<file path="config.mk">
export PLATFORM = sky130hd
export DESIGN_NAME = adc_serial_readout_regs
export DESIGN_NICKNAME = d
export VERILOG_FILES = /design/src/adc_readout_pkg.sv /design/src/adc_serial_readout_regs.sv
export SDC_FILE = /design/constraint.sdc
export NUM_CORES = 1
export LEC_CHECK = 0
export BUFFER_PORTS_ARGS = -buffer_cell sky130_fd_sc_hd__buf_4
export CORE_MARGIN = 4
export CORE_UTILIZATION = 40
export CTS_CLUSTER_SIZE = 30
export DETAILED_ROUTE_END_ITERATION = 16
export GPL_ROUTABILITY_DRIVEN = 0
export PLACE_DENSITY_LB_ADDON = 0.1
export SLEW_MARGIN = 30
export SYNTH_ARGS = -nofsm -noshare
export SYNTH_HDL_FRONTEND = slang
export SYNTH_SLANG_ARGS = --single-unit
</file>
<file path="constraint.sdc">
create_clock -name sys_clk -period 3.63 [get_ports sys_clk]
set_input_delay 0.363 -clock sys_clk [delete_from_list [all_inputs] [get_ports sys_clk]]
set_output_delay 0.363 -clock sys_clk [all_outputs]
set_load 0.005 [all_outputs]
</file>
<file path="src/adc_readout_pkg.sv">
// Constants and types shared by the converter serial readout and register logic
package adc_readout_pkg;

  // ==========================================================================
  // Register offsets
  localparam logic [5:0] REG_COUNT                 = 6'h12;
  localparam logic [4:0] ADDR_DEVICE_IDENTITY      = 5'h00;
  localparam logic [4:0] ADDR_DEVICE_FLAGS         = 5'h01;
  localparam logic [4:0] ADDR_INPUT_SELECT         = 5'h02;
  localparam logic [4:0] ADDR_AMPLIFIER_SETUP      = 5'h03;
  localparam logic [4:0] ADDR_RATE_FILTER_SETUP    = 5'h04;
  localparam logic [4:0] ADDR_REFERENCE_CONTROL    = 5'h05;
  localparam logic [4:0] ADDR_EXCITATION_MAGNITUDE = 5'h06;
  localparam logic [4:0] ADDR_EXCITATION_ROUTING   = 5'h07;
  localparam logic [4:0] ADDR_BIAS_VOLTAGE_SELECT  = 5'h08;
  localparam logic [4:0] ADDR_SYSTEM_CONTROL       = 5'h09;
  localparam logic [4:0] ADDR_OFFSET_TRIM_LOW      = 5'h0a;
  localparam logic [4:0] ADDR_OFFSET_TRIM_MID      = 5'h0b;
  localparam logic [4:0] ADDR_OFFSET_TRIM_HIGH     = 5'h0c;
  localparam logic [4:0] ADDR_GAIN_TRIM_LOW        = 5'h0d;
  localparam logic [4:0] ADDR_GAIN_TRIM_MID        = 5'h0e;
  localparam logic [4:0] ADDR_GAIN_TRIM_HIGH       = 5'h0f;
  localparam logic [4:0] ADDR_GENERAL_IO_DIR_DATA  = 5'h10;
  localparam logic [4:0] ADDR_GENERAL_IO_CONFIG    = 5'h11;

  // ==========================================================================
  // Reset values, highest address first; identity is supplied live
  localparam logic [17:0][7:0] REG_DEFAULTS = {
    8'h00, 8'h00, 8'h40, 8'h00, 8'h00, 8'h00, 8'h00, 8'h00, 8'h10,
    8'h00, 8'hff, 8'h00, 8'h10, 8'h14, 8'h00, 8'h01, 8'h80, 8'h00};

  // ==========================================================================
  // Field positions and restart masks
  localparam int         SYS_STATUS_PREFIX_BIT = 0;
  localparam int         SYS_CRC_BIT       = 1;
  localparam int         FLAGS_POR_BIT     = 7;
  localparam logic [7:0] RESTART_MASK_FULL = 8'hff;
  localparam logic [7:0] RESTART_MASK_REF  = 8'h3f;
  localparam logic [7:0] RESTART_MASK_MAG  = 8'h0f;
  localparam logic [7:0] RESTART_MASK_SYS  = 8'he0;

  // ==========================================================================
  // Commands and framing
  localparam logic [7:0] CMD_READ_RESULT    = 8'h12;
  localparam logic [2:0] OPC_REGISTER_READ  = 3'h1;
  localparam logic [2:0] OPC_REGISTER_WRITE = 3'h2;
  localparam logic [7:0] CRC_POLY           = 8'h07;
  localparam logic [4:0] RESULT_BYTES       = 5'h03;

  // ==========================================================================
  // Types
  typedef enum logic [1:0] {mode_idle, mode_direct, mode_result, mode_regread} out_mode_type;
  typedef enum logic [2:0] {dec_cmd, dec_rd_count, dec_rd_busy, dec_wr_count, dec_wr_data}
    dec_state_type;

  typedef struct packed {
    logic [2:0] sync;
    logic       filt;
  } pin_sync_type;

  typedef struct packed {
    logic [23:0] data;
  } result_word_type;

  typedef struct packed {
    pin_sync_type          cs;
    pin_sync_type          sclk;
    pin_sync_type          din;
    out_mode_type          mode;
    dec_state_type         dec;
    logic [2:0]            bit_cnt;
    logic [7:0]            rx_sr;
    logic [7:0]            out_sr;
    logic                  out_bit;
    logic [4:0]            idx;
    logic [4:0]            base;
    logic [4:0]            count;
    logic [4:0]            wr_idx;
    logic                  pending;
    logic [23:0]           hold;
    logic [17:0][7:0]      regs;
    result_word_type [1:0] fifo;
    logic                  rd_ptr;
    logic                  wr_ptr;
    logic [1:0]            fifo_cnt;
    logic                  restart;
  } state_type;

endpackage : adc_readout_pkg

</file>
<file path="src/adc_serial_readout_regs.sv">
// Serial readout, command decoder and configuration registers of the converter
`timescale 1ns/1ns

module adc_serial_readout_regs
  import adc_readout_pkg::*;
#(
  parameter logic [7:0] DEVICE_ID_VALUE = 8'h05  // Arbitrary value
) (
  input  wire logic        sys_clk,
  input  wire logic        reset,
  input  wire logic        cs_n_pin,
  input  wire logic        sclk_pin,
  input  wire logic        din_pin,
  output logic             combined_out_ready_line_out,
  output logic             combined_out_ready_line_oe,
  output logic             data_ready_pin_n,
  input  wire logic        result_valid,
  input  wire logic [23:0] result_data,
  output logic             result_ready,
  input  wire logic        conversion_active,
  input  wire logic [6:0]  fault_flags,
  output logic             filter_restart
);

  // ==========================================================================
  // Helper functions
  function automatic logic [7:0] crc8(input logic [23:0] d);
    logic [7:0] c;
    c = 8'h00;
    for (int i = 23; i >= 0; i--) begin
      if (c[7] ^ d[i]) begin
        c = {c[6:0], 1'b0} ^ CRC_POLY;
      end else begin
        c = {c[6:0], 1'b0};
      end
    end
    return c;
  endfunction : crc8

  function automatic logic [4:0] frame_len(input logic [7:0] system_control);
    return RESULT_BYTES + {4'h0, system_control[SYS_STATUS_PREFIX_BIT]} + {4'h0, system_control[SYS_CRC_BIT]};
  endfunction : frame_len

  function automatic logic [7:0] reg_value(input logic [5:0] addr,
                                           input logic [17:0][7:0] regs);
    if (addr >= REG_COUNT) begin
      return 8'h00;
    end else if (addr[4:0] == ADDR_DEVICE_IDENTITY) begin
      return DEVICE_ID_VALUE;
    end else if (addr[4:0] == ADDR_DEVICE_FLAGS) begin
      return {regs[ADDR_DEVICE_FLAGS][FLAGS_POR_BIT], fault_flags};
    end else begin
      return regs[addr[4:0]];
    end
  endfunction : reg_value

  function automatic logic [7:0] frame_byte(input logic [4:0] idx,
                                            input state_type st);
    logic [7:0] system_control;
    logic [4:0] k;
    system_control = st.regs[ADDR_SYSTEM_CONTROL];
    k   = idx - {4'h0, system_control[SYS_STATUS_PREFIX_BIT]};
    if (system_control[SYS_STATUS_PREFIX_BIT] && idx == 5'h00) begin
      return reg_value({1'b0, ADDR_DEVICE_FLAGS}, st.regs);
    end else if (k == 5'h00) begin
      return st.hold[23:16];
    end else if (k == 5'h01) begin
      return st.hold[15:8];
    end else if (k == 5'h02) begin
      return st.hold[7:0];
    end else begin
      return crc8(st.hold);
    end
  endfunction : frame_byte

  function automatic logic [7:0] restart_mask(input logic [4:0] addr);
    case (addr)
      ADDR_INPUT_SELECT:         return RESTART_MASK_FULL;
      ADDR_AMPLIFIER_SETUP:      return RESTART_MASK_FULL;
      ADDR_RATE_FILTER_SETUP:    return RESTART_MASK_FULL;
      ADDR_REFERENCE_CONTROL:    return RESTART_MASK_REF;
      ADDR_EXCITATION_MAGNITUDE: return RESTART_MASK_MAG;
      ADDR_EXCITATION_ROUTING:   return RESTART_MASK_FULL;
      ADDR_SYSTEM_CONTROL:       return RESTART_MASK_SYS;
      default:                   return 8'h00;
    endcase
  endfunction : restart_mask

  // ==========================================================================
  // State
  state_type  q;
  state_type  s;
  logic [7:0] rxb;
  logic [7:0] nb;
  logic [7:0] old_val;
  logic [5:0] waddr;
  logic [4:0] flen;
  logic       pop;
  logic       push;
  logic       sel;
  logic       cs_fall;
  logic       sclk_rise;
  logic       sclk_fall;
  logic       din_bit;

  always_comb begin
    s         = q;
    s.restart = 1'b0;
    rxb       = 8'h00;
    nb        = 8'h00;
    old_val   = 8'h00;
    waddr     = 6'h00;
    flen      = frame_len(q.regs[ADDR_SYSTEM_CONTROL]);

    // Three-stage pin sampling; a level counts once stages two and three agree
    s.cs.sync   = {q.cs.sync[1:0], cs_n_pin};
    s.sclk.sync = {q.sclk.sync[1:0], sclk_pin};
    s.din.sync  = {q.din.sync[1:0], din_pin};
    if (q.cs.sync[1] == q.cs.sync[2]) begin
      s.cs.filt = q.cs.sync[2];
    end
    if (q.sclk.sync[1] == q.sclk.sync[2]) begin
      s.sclk.filt = q.sclk.sync[2];
    end
    if (q.din.sync[1] == q.din.sync[2]) begin
      s.din.filt = q.din.sync[2];
    end
    cs_fall   = q.cs.filt & ~s.cs.filt;
    sel       = ~s.cs.filt;
    sclk_rise = sel & ~q.sclk.filt & s.sclk.filt;
    sclk_fall = sel & q.sclk.filt & ~s.sclk.filt;
    din_bit   = s.din.filt;

    // Deselect ends any command and any partial byte
    if (!sel) begin
      s.bit_cnt = 3'h0;
      s.dec     = dec_cmd;
      if (q.mode == mode_regread || q.mode == mode_result) begin
        s.mode = mode_idle;
      end
    end

    if (cs_fall) begin
      s.out_bit = ~q.pending;
    end

    // Output bits change on the rising clock; a new byte loads at bit zero
    if (sclk_rise && q.mode != mode_idle) begin
      if (q.bit_cnt == 3'h0) begin
        if (q.mode == mode_regread) begin
          nb = reg_value({1'b0, q.base} + {1'b0, q.idx}, q.regs);
        end else begin
          nb = frame_byte(q.idx, q);
        end
        s.out_sr  = nb;
        s.out_bit = nb[7];
      end else begin
        s.out_bit = q.out_sr[3'h7 - q.bit_cnt];
      end
    end

    // Input bits are taken on the falling clock
    if (sclk_fall) begin
      s.pending = 1'b0;
      s.rx_sr   = {q.rx_sr[6:0], din_bit};
      s.bit_cnt = q.bit_cnt + 3'h1;
      if (q.bit_cnt == 3'h7) begin
        rxb = {q.rx_sr[6:0], din_bit};
        case (q.mode)
          mode_direct, mode_result: begin
            s.idx = (q.idx == flen - 5'h01) ? 5'h00 : q.idx + 5'h01;
          end
          mode_regread: begin
            if (q.idx == q.count) begin
              s.mode = mode_idle;
              s.dec  = dec_cmd;
            end else begin
              s.idx = q.idx + 5'h01;
            end
          end
          default: begin
          end
        endcase
        // Decoding runs alongside direct and result readback; a register readback holds it in dec_rd_busy
        case (q.dec)
          dec_cmd: begin
            if (rxb == CMD_READ_RESULT) begin
              s.mode = mode_result;
              s.idx  = 5'h00;
            end else if (rxb[7:5] == OPC_REGISTER_READ) begin
              s.base = rxb[4:0];
              s.dec  = dec_rd_count;
            end else if (rxb[7:5] == OPC_REGISTER_WRITE) begin
              s.base = rxb[4:0];
              s.dec  = dec_wr_count;
            end
          end
          dec_rd_count: begin
            s.count = rxb[4:0];
            s.mode  = mode_regread;
            s.idx   = 5'h00;
            s.dec   = dec_rd_busy;
          end
          dec_rd_busy: begin
          end
          dec_wr_count: begin
            s.count  = rxb[4:0];
            s.wr_idx = 5'h00;
            s.dec    = dec_wr_data;
          end
          dec_wr_data: begin
            // Output mode and index are left alone here
            waddr   = {1'b0, q.base} + {1'b0, q.wr_idx};
            old_val = q.regs[waddr[4:0]];
            if (waddr < REG_COUNT) begin
              if (waddr[4:0] == ADDR_DEVICE_FLAGS) begin
                s.regs[ADDR_DEVICE_FLAGS][FLAGS_POR_BIT] = rxb[FLAGS_POR_BIT];
              end else if (waddr[4:0] != ADDR_DEVICE_IDENTITY) begin
                s.regs[waddr[4:0]] = rxb;
              end
              if (conversion_active && ((old_val ^ rxb) & restart_mask(waddr[4:0])) != 8'h00) begin
                s.restart = 1'b1;
              end
            end
            if (q.wr_idx == q.count) begin
              s.dec = dec_cmd;
            end else begin
              s.wr_idx = q.wr_idx + 5'h01;
            end
          end
          default: begin
            s.dec = dec_cmd;
          end
        endcase
      end
    end

    // ========================================================================
    // Two-entry result buffer; held while a command readback owns the output
    push = result_valid && (q.fifo_cnt != 2'h2);
    pop  = (q.fifo_cnt != 2'h0) && (q.mode != mode_regread) && (q.mode != mode_result)
           && (s.mode != mode_regread) && (s.mode != mode_result);
    if (pop) begin
      s.hold    = q.fifo[q.rd_ptr].data;
      s.rd_ptr  = ~q.rd_ptr;
      s.pending = 1'b1;
      s.mode    = mode_direct;
      s.idx     = 5'h00;
      s.out_bit = 1'b0;
    end
    if (push) begin
      s.fifo[q.wr_ptr].data = result_data;
      s.wr_ptr              = ~q.wr_ptr;
    end
    s.fifo_cnt = q.fifo_cnt + {1'b0, push} - {1'b0, pop};
  end

  always_ff @(posedge sys_clk) begin
    if (reset) begin
      q           <= '0;
      q.cs        <= '1;
      q.regs      <= REG_DEFAULTS;
      q.mode      <= mode_idle;
      q.dec       <= dec_cmd;
      q.out_bit   <= 1'b1;
    end else begin
      q <= s;
    end
  end

  // ==========================================================================
  // Outputs
  assign combined_out_ready_line_out = q.out_bit;
  assign combined_out_ready_line_oe  = ~q.cs.filt;
  assign data_ready_pin_n            = ~q.pending;
  assign result_ready                = (q.fifo_cnt != 2'h2);
  assign filter_restart              = q.restart;

  // ==========================================================================
  // Assertions
  deselect_float_a: assert property (@(posedge sys_clk) disable iff (reset)
    cs_n_pin [*6] |-> !combined_out_ready_line_oe)
    else $error("Combined line driven while deselected");

  ready_low_both_a: assert property (@(posedge sys_clk) disable iff (reset)
    $fell(data_ready_pin_n) |-> !combined_out_ready_line_out)
    else $error("Combined line not low with ready pin");

  select_shows_a: assert property (@(posedge sys_clk) disable iff (reset)
    $fell(q.cs.filt) && !$past(pop) |-> combined_out_ready_line_out == !$past(q.pending))
    else $error("Wrong level on chip select fall");

  restart_cause_a: assert property (@(posedge sys_clk) disable iff (reset)
    filter_restart |-> $past(conversion_active) && $past(q.dec) == dec_wr_data)
    else $error("Restart without running conversion or write");

  fifo_count_a: assert property (@(posedge sys_clk) disable iff (reset)
    result_valid && result_ready && !pop |=> q.fifo_cnt == $past(q.fifo_cnt) + 2'h1)
    else $error("Buffer lost a pushed word");

  byte_clear_a: assert property (@(posedge sys_clk) disable iff (reset)
    s.cs.filt |=> q.bit_cnt == 3'h0 && q.dec == dec_cmd)
    else $error("Partial byte kept after deselect");

  frame_wrap_a: assert property (@(posedge sys_clk) disable iff (reset)
    q.mode == mode_direct |-> q.idx < frame_len(q.regs[ADDR_SYSTEM_CONTROL]))
    else $error("Frame index beyond frame");

  regread_start_a: assert property (@(posedge sys_clk) disable iff (reset)
    $rose(q.mode == mode_regread) |-> q.idx == 5'h00 && q.bit_cnt == 3'h0)
    else $error("Register readback not aligned");

  reset_defaults_a: assert property (@(posedge sys_clk)
    reset |=> q.regs == REG_DEFAULTS)
    else $error("Registers not at defaults after reset");

  ready_drop_a: assert property (@(posedge sys_clk) disable iff (reset)
    pop |=> !data_ready_pin_n && !combined_out_ready_line_out)
    else $error("New result did not lower both ready outputs");

  ready_clear_a: assert property (@(posedge sys_clk) disable iff (reset)
    sclk_fall && !pop |=> data_ready_pin_n)
    else $error("Ready pin not released on clock fall");

  write_keeps_mode_a: assert property (@(posedge sys_clk) disable iff (reset)
    q.dec == dec_wr_data && sclk_fall && q.bit_cnt == 3'h7 && !pop |=> q.mode == $past(q.mode))
    else $error("Register write disturbed the readback");

  block_write_a: assert property (@(posedge sys_clk) disable iff (reset)
    q.dec == dec_wr_data && sclk_fall && q.bit_cnt == 3'h7 && waddr < REG_COUNT
      && waddr > 6'h01 |=> q.regs[$past(waddr)] == $past(rxb))
    else $error("Written byte not applied at once");

  result_start_a: assert property (@(posedge sys_clk) disable iff (reset)
    $rose(q.mode == mode_result) |-> q.idx == 5'h00 && q.bit_cnt == 3'h0)
    else $error("Result readback not aligned");

  restart_single_a: assert property (@(posedge sys_clk) disable iff (reset)
    filter_restart |=> !filter_restart)
    else $error("Restart pulse longer than one cycle");

  readback_stall_a: assert property (@(posedge sys_clk) disable iff (reset)
    q.mode == mode_regread || q.mode == mode_result |-> !pop)
    else $error("Held result replaced during command readback");

  regread_zero_a: assert property (@(posedge sys_clk) disable iff (reset)
    sclk_rise && q.mode == mode_regread && q.bit_cnt == 3'h0
      && ({1'b0, q.base} + {1'b0, q.idx}) >= REG_COUNT |=> q.out_sr == 8'h00)
    else $error("Read beyond last register not zero");

  frame_repeat_a: assert property (@(posedge sys_clk) disable iff (reset)
    q.mode == mode_direct && sclk_fall && q.bit_cnt == 3'h7 && q.idx == flen - 5'h01
      && !pop |=> q.idx == 5'h00)
    else $error("Frame did not restart at first byte");

endmodule : adc_serial_readout_regs

</file>
; ---- Word level (Yosys, flattened, before mapping)
; Index checks and enable logic that the tools add are counted.
[totals]
regBits = 279
in_bits = 38
wordCells = 454
[op_classes]
n_mux = 251
order_cmp = 9
n_addsub = 12
n_reduce_logical = 38
n_bitwise = 66
n_eq_ne = 34
[ops]
columns = op, n
row1 = 8-bit 2-to-1 mux, 177
row2 = 144-bit bitwise mux, 1
row3 = 3-bit 2-to-1 mux, 28
row4 = 8-bit binary-select mux with 5-bit select, 2
row5 = 24-bit 2-to-1 mux, 3
row6 = 3-bit inverter, 23
row7 = 5-bit 2-to-1 mux, 12
row8 = 48-bit bitwise mux, 1
row9 = 8-bit demux with 5-bit select, 1
row10 = 16-bit 2-to-1 mux, 2
row11 = 8-bit one-hot mux with 4 select lines, 1
row12 = 5-bit one-hot mux with 2 select lines, 3
row13 = 25-bit 2-to-1 mux, 1
row14 = 24-bit demux with 1-bit select, 1
row15 = 1-bit XOR, 23
row16 = 21-bit 2-to-1 mux, 1
row17 = 5-bit by 3-bit equality test with 1-bit output (second input constant), 4
row18 = 20-bit 2-to-1 mux, 1
row19 = 5-bit by 1-bit equality test with 1-bit output (second input constant), 3
row20 = 5-bit by 2-bit equality test with 1-bit output (second input constant), 3
row21 = 5-bit equality test, 3
row22 = 5-bit zero test, 3
row23 = 3-bit one-hot mux with 5 select lines, 1
row24 = 2-bit nonzero test, 7
row25 = 49 further kinds, 105

; ---- Logic depth before layout (Yosys ltp)
[logic_depth]
depth_word = 217
mapped_depth = 16

; ---- Worst setup path before layout
; No wires, ideal clock.
[synth_timing]
kind = register to register
start = register q[238] (netlist name)
end = register q[245] (netlist name)
path_buffers = 2
arrival_time_ns = 3.224
stages_incl_launch_ff = 12
period_less_slack_ns = 3.355
path_slack_ns = 0.275
path_cell_list = dfxtp_1 clkbuf_1 inv_1 fa_1 buf_2 mux4_2 mux4_2 a311o_1 a41oi_1 nor2_1 nor3_1 nor3_1
[synth_via]
elab_chain_cells = 7
word_cells_on_any_way = 20
classes_between = 2 x add/sub / 1 x order compare / 3 x eq/ne / 10 x mux / 4 x reduce/logical
[synth_rtl]
columns = element, line_no
row1 = from (decl), adc_serial_readout_regs.sv:91  ; state_type q;
row2 = from (signal assigned), adc_serial_readout_regs.sv:267  ; q <= s;
row3 = 5-bit by 5-bit adder with 6-bit output or 5-bit by 1-bit subtractor with 5-bit output (tied branches), "adc_serial_readout_regs.sv:151, adc_serial_readout_regs.sv:62"
row4 = 8-bit binary-select mux with 5-bit select or 5-bit by 2-bit equality test with 1-bit output (tied branches), "adc_serial_readout_regs.sv:53, adc_serial_readout_regs.sv:69"
row5 = "8-bit 2-to-1 mux, on equally long branches", "adc_serial_readout_regs.sv:53, adc_serial_readout_regs.sv:69"
row6 = "8-bit 2-to-1 mux, on equally long branches", "adc_serial_readout_regs.sv:50, adc_serial_readout_regs.sv:67"
row7 = "8-bit 2-to-1 mux, on equally long branches", "adc_serial_readout_regs.sv:48, adc_serial_readout_regs.sv:65"
row8 = "8-bit 2-to-1 mux, on equally long branches", "adc_serial_readout_regs.sv:46, adc_serial_readout_regs.sv:63"
row9 = 8-bit 2-to-1 mux (*), adc_serial_readout_regs.sv:150  ; if (q.mode == mode_regread) begin
; Mark *: on every way between the ends. The rest lies on a longest branch, timed or not. The select of a mux whose other input is x is not followed.
; A chain may end at the register's enable or synchronous reset.

; ---- Worst setup path in the final report
[layout_timing]
start = register q[237] (netlist name)
end = register q[248] (netlist name)
; The elaborated chain is that of the path after synthesis.

==> impl_metrics.xml <==
<?xml version="1.0" encoding="UTF-8"?>
<metrics>
  <group name="cts">
    <metric name="tritoncts_num_sinks" unit="">278</metric>
    <metric name="tritoncts_clock_tree" unit="">built</metric>
    <metric name="num_cts_buffers" unit="">36</metric>
    <metric name="clockBufferDepth" unit="">3</metric>
    <metric name="worst_skew_pair.late_latency" unit="ns">0.55</metric>
    <metric name="cts.reportedPaths.clkPinSlew" unit="ns">0.05</metric>
    <metric name="post_cts_setup_bufs" unit="">0</metric>
    <metric name="clock-root-buffer" unit="">sky130_fd_sc_hd__clkbuf_16</metric>
    <metric name="htree_levels" unit="">2</metric>
  </group>
  <group name="cells_and_area">
    <metric name="post_route_cells_drive_above_1_share" unit="%">16.4</metric>
    <metric name="final_nets" unit="">1658</metric>
    <metric name="areaGrowthSynthToFinish" unit="%">14.6</metric>
    <metric name="layout.cells.most_common" unit="">sky130_fd_sc_hd__dfxtp_1</metric>
    <metric name="insertedDiodeCount" unit="">0</metric>
    <metric name="commonest_non_fill_non_tap_cells_in_the_layout" unit="">sky130_fd_sc_hd__dfxtp_1, sky130_fd_sc_hd__nor2_1, sky130_fd_sc_hd__mux2i_1</metric>
    <metric name="num-fill-cells" unit="">3400</metric>
  </group>
  <group name="placed_design">
    <metric name="placement.io_buffers" unit="">42</metric>
    <metric name="detailed_place_hpwl" unit="um">30000</metric>
  </group>
  <group name="drt">
    <metric name="initialDrtViolationCount" unit="">861</metric>
    <metric name="dr_total_vias" unit="">11700</metric>
    <metric name="wl" unit="um">43900</metric>
    <metric name="detail_route.vias_per_cell" unit="">5.64</metric>
    <metric name="drtPass1Iterations" unit="">7</metric>
    <metric name="drc_errors" unit="">0</metric>
    <metric name="avgRoutedWirePerCell" unit="um">21.2</metric>
    <metric name="drt.antenna.violating_nets" unit="">0</metric>
  </group>
  <group name="sta">
    <metric name="grt_setup_unrepaired" unit="">false</metric>
    <metric name="tightestPinTransition" unit="ns">0.896</metric>
    <metric name="share_of_the_clock_period_used_by_the_worst_path" unit="%">95.5</metric>
    <metric name="layout_min_cycle_time" unit="ns">3.47</metric>
    <metric name="report.final.hold_viol_count" unit="">0</metric>
    <metric name="finalClockSkew" unit="ns">0.0232</metric>
    <metric name="max_slew_violation_total_from_the_final_report" unit="">0</metric>
    <metric name="relSlewSlack" unit="%">40.0</metric>
    <metric name="setup-tns-final" unit="ns">0</metric>
    <metric name="setup_viol" unit="">0</metric>
    <metric name="max_freq" unit="GHz">0.288</metric>
  </group>
  <group name="logic_synthesis">
    <metric name="post_syn_area" unit="sq um">14700</metric>
    <metric name="yosysWarnings" unit="">0</metric>
    <metric name="avgSynthCellArea" unit="sq um">9.38</metric>
    <metric name="synth_nets" unit="">1629</metric>
    <metric name="yosys_register_bits" unit="">278</metric>
    <metric name="synth_largest_area_cell" unit="">sky130_fd_sc_hd__dfxtp_1</metric>
    <metric name="netlist_instances" unit="">1564</metric>
    <metric name="synth_seq_area_share" unit="%">38.0</metric>
    <metric name="netlist.area_leader.share" unit="%">38.0</metric>
    <metric name="postSynth.asyncResetShare" unit="%">0</metric>
    <metric name="yosys.cell_types.count" unit="">77</metric>
    <metric name="ys_dominant_reg_cell" unit="">sky130_fd_sc_hd__dfxtp_1</metric>
    <metric name="synth_enable_flop_cells" unit="">0</metric>
    <metric name="post_synth_main_area_contributors" unit="">sky130_fd_sc_hd__dfxtp_1, sky130_fd_sc_hd__mux2i_1, sky130_fd_sc_hd__mux4_2, sky130_fd_sc_hd__nor2_1, sky130_fd_sc_hd__nand2_1</metric>
  </group>
  <group name="worst_setup_path">
    <metric name="critical_path_peak_fanout" unit="">17</metric>
    <metric name="data_arrival_time_of_the_critical_path" unit="ns">3.86</metric>
    <metric name="crit_path_end_kind" unit="">flip-flop</metric>
    <metric name="startpoint_type" unit="">flip-flop</metric>
    <metric name="critical_path_class" unit="">reg2reg</metric>
    <metric name="worstPathRequired" unit="ns">4.02</metric>
    <metric name="r2r.worst_path.cells" unit="">12</metric>
    <metric name="r2r_slack" unit="ns">0.16</metric>
  </group>
  <group name="floorplanning">
    <metric name="cell_row_count" unit="">69</metric>
    <metric name="design.die.area" unit="sq um">39800</metric>
    <metric name="top_level_ports" unit="">43</metric>
    <metric name="die_height" unit="um">199</metric>
    <metric name="core_region_area" unit="sq um">35800</metric>
    <metric name="fp.dieW" unit="um">199</metric>
    <metric name="start_util" unit="%">40.9</metric>
  </group>
  <group name="grt">
    <metric name="grt_first_pass_wirelength" unit="um">68200</metric>
    <metric name="track_usage" unit="%">22.1</metric>
    <metric name="grt-ovfl-total" unit="">0</metric>
    <metric name="grt_pass1_vias" unit="">11200</metric>
    <metric name="largest_net_degree_at_the_start_of_global_routing" unit="">108</metric>
    <metric name="number_of_antenna_violations_at_the_first_check_in_global_routing" unit="">0</metric>
  </group>
  <group name="min_path">
    <metric name="hold_path_depth" unit="">2</metric>
    <metric name="holdCritPathClass" unit="">in2reg</metric>
  </group>
  <group name="flow_run">
    <metric name="maxCapViolCount" unit="">0</metric>
  </group>
  <group name="pwr">
    <metric name="totalPowerFinal" unit="uW">10100</metric>
    <metric name="ir_drop" unit="mV">0.522</metric>
    <metric name="powerDensity" unit="nW/um^2">598</metric>
    <metric name="power_leakage" unit="uW">0.00710</metric>
  </group>
  <group name="outcome">
    <metric name="outcome" unit="">completed</metric>
  </group>
</metrics>
-- layer usage --
layer	track usage (%)	vias to the layer above	share of wire [%]	routed length, um
li1	-	5581	-	-
met1	32.2	5678	47	20600
met2	33.1	344	44	19400
met3	3.66	95	5.5	2420
met4	8.25	0	3.5	1530
met5	0	-	0	0
-- synth_stat cells (11+ instances only) --
cell                       number
sky130_fd_sc_hd__dfxtp_1      278
sky130_fd_sc_hd__o211ai_1      17
sky130_fd_sc_hd__inv_1         26
sky130_fd_sc_hd__buf_2         11
sky130_fd_sc_hd__xor2_1        24
sky130_fd_sc_hd__a21oi_1       92
sky130_fd_sc_hd__o21ai_0       22
sky130_fd_sc_hd__nor2b_1       33
sky130_fd_sc_hd__ha_1          25
sky130_fd_sc_hd__a211oi_1      39
sky130_fd_sc_hd__clkbuf_1      88
sky130_fd_sc_hd__mux4_2        63
sky130_fd_sc_hd__xnor2_1       51
sky130_fd_sc_hd__nor2_1       234
sky130_fd_sc_hd__nor3_1        25
sky130_fd_sc_hd__nand2_1      168
sky130_fd_sc_hd__nand3_1       15
sky130_fd_sc_hd__mux2i_1      181
-- kinds of logic (layout without fill, tap and decap cells) --
family                     Yosys count  count (layout)  synth area share [%]
AOI/OAI and AO/OA                  244             244                  10.6
xor gates and xnor gates            84              84                  5.85
adders and majority gates           28              28                  2.47
buffers and inverters              140             190                  3.87
DFF                                278             278                  38.0
muxes                              255             255                  22.9
and+or+nand+nor                    535             535                  16.4
-- power breakdown --
group	internal, uW	switching [uW]	leakage, uW
combinational	1680	1440	0.00429
clock	2070	1380	0.000555
sequential	3240	233	0.00225
total	7000	3060	0.00710
-- path summary, 6_finish.rpt --
| kind | from | endpoint |
|---|---|---|
| worst min register to register | q[276]$_SDFF_PP1_ | q[277]$_SDFF_PP1_ |
| worst max register to register | q[237]$_SDFFE_PP0P_ | q[248]$_SDFFE_PP0P_ |
| worst max-delay path | q[237]$_SDFFE_PP0P_ | q[248]$_SDFFE_PP0P_ |
| worst min-delay path | din_pin | q[268]$_SDFF_PP0_ |
-- critical path, cell delays in order (launching register included) --
cell and delay, ns:
sky130_fd_sc_hd__dfxtp_1 0.37, sky130_fd_sc_hd__ha_2 0.20, sky130_fd_sc_hd__inv_1 0.05, sky130_fd_sc_hd__fa_2 0.69, sky130_fd_sc_hd__buf_6 0.28, sky130_fd_sc_hd__mux4_2 0.52, sky130_fd_sc_hd__nor2b_1 0.16, sky130_fd_sc_hd__a211oi_2 0.32
sky130_fd_sc_hd__a21oi_1 0.12, sky130_fd_sc_hd__nand3_1 0.12, sky130_fd_sc_hd__o21ai_0 0.15, sky130_fd_sc_hd__a2bb2oi_1 0.24, sky130_fd_sc_hd__a211oi_1 0.10
-- registers in the layout (all words and copies together), names as in the netlist --
| signal | count |
|---|---|
| filter_restart | 1 |
| combined_out_ready_line_out | 1 |
| q | 276 |
-- timing repair --
| item | in CTS | in global routing |
|---|---|---|
| hold buffers | 1 | 0 |
| endpoints found under the setup margin | 1 | 4 |
| gates resized for setup | 1 | 4 |
| pin swaps | 0 | 0 |
| hold endpoints to repair | 1 | 0 |
-- stage by stage --
stage	worst slack (ns)	utilization [%]	cells	hold slack, ns	area [sq um]
floorplan	0.275	-	1564	0.389	14700
global placement	0.0143	43.6	2015	0.390	15600
detailed placement	0.00616	43.6	2015	0.397	15600
CTS	0.0802	46.8	2075	0.0318	16800
global route	0.0160	46.9	2075	0.0463	16800
finish	0.162	46.9	2075	0.0606	16800
-- area by class of cell --
cell class / count / area, sq um / area share [%]
well taps: 461 / 577 / 3.43
clock inverters: 9 / 133 / 0.789
flip-flops and latches: 278 / 5570 / 33.1
clock buffers: 50 / 1000 / 5.97
repair buffers: 104 / 838 / 4.99
multi-input cells: 1146 / 8590 / 51.1
inverters: 27 / 101 / 0.603
Note: power is estimated with default switching activity, not from simulation.
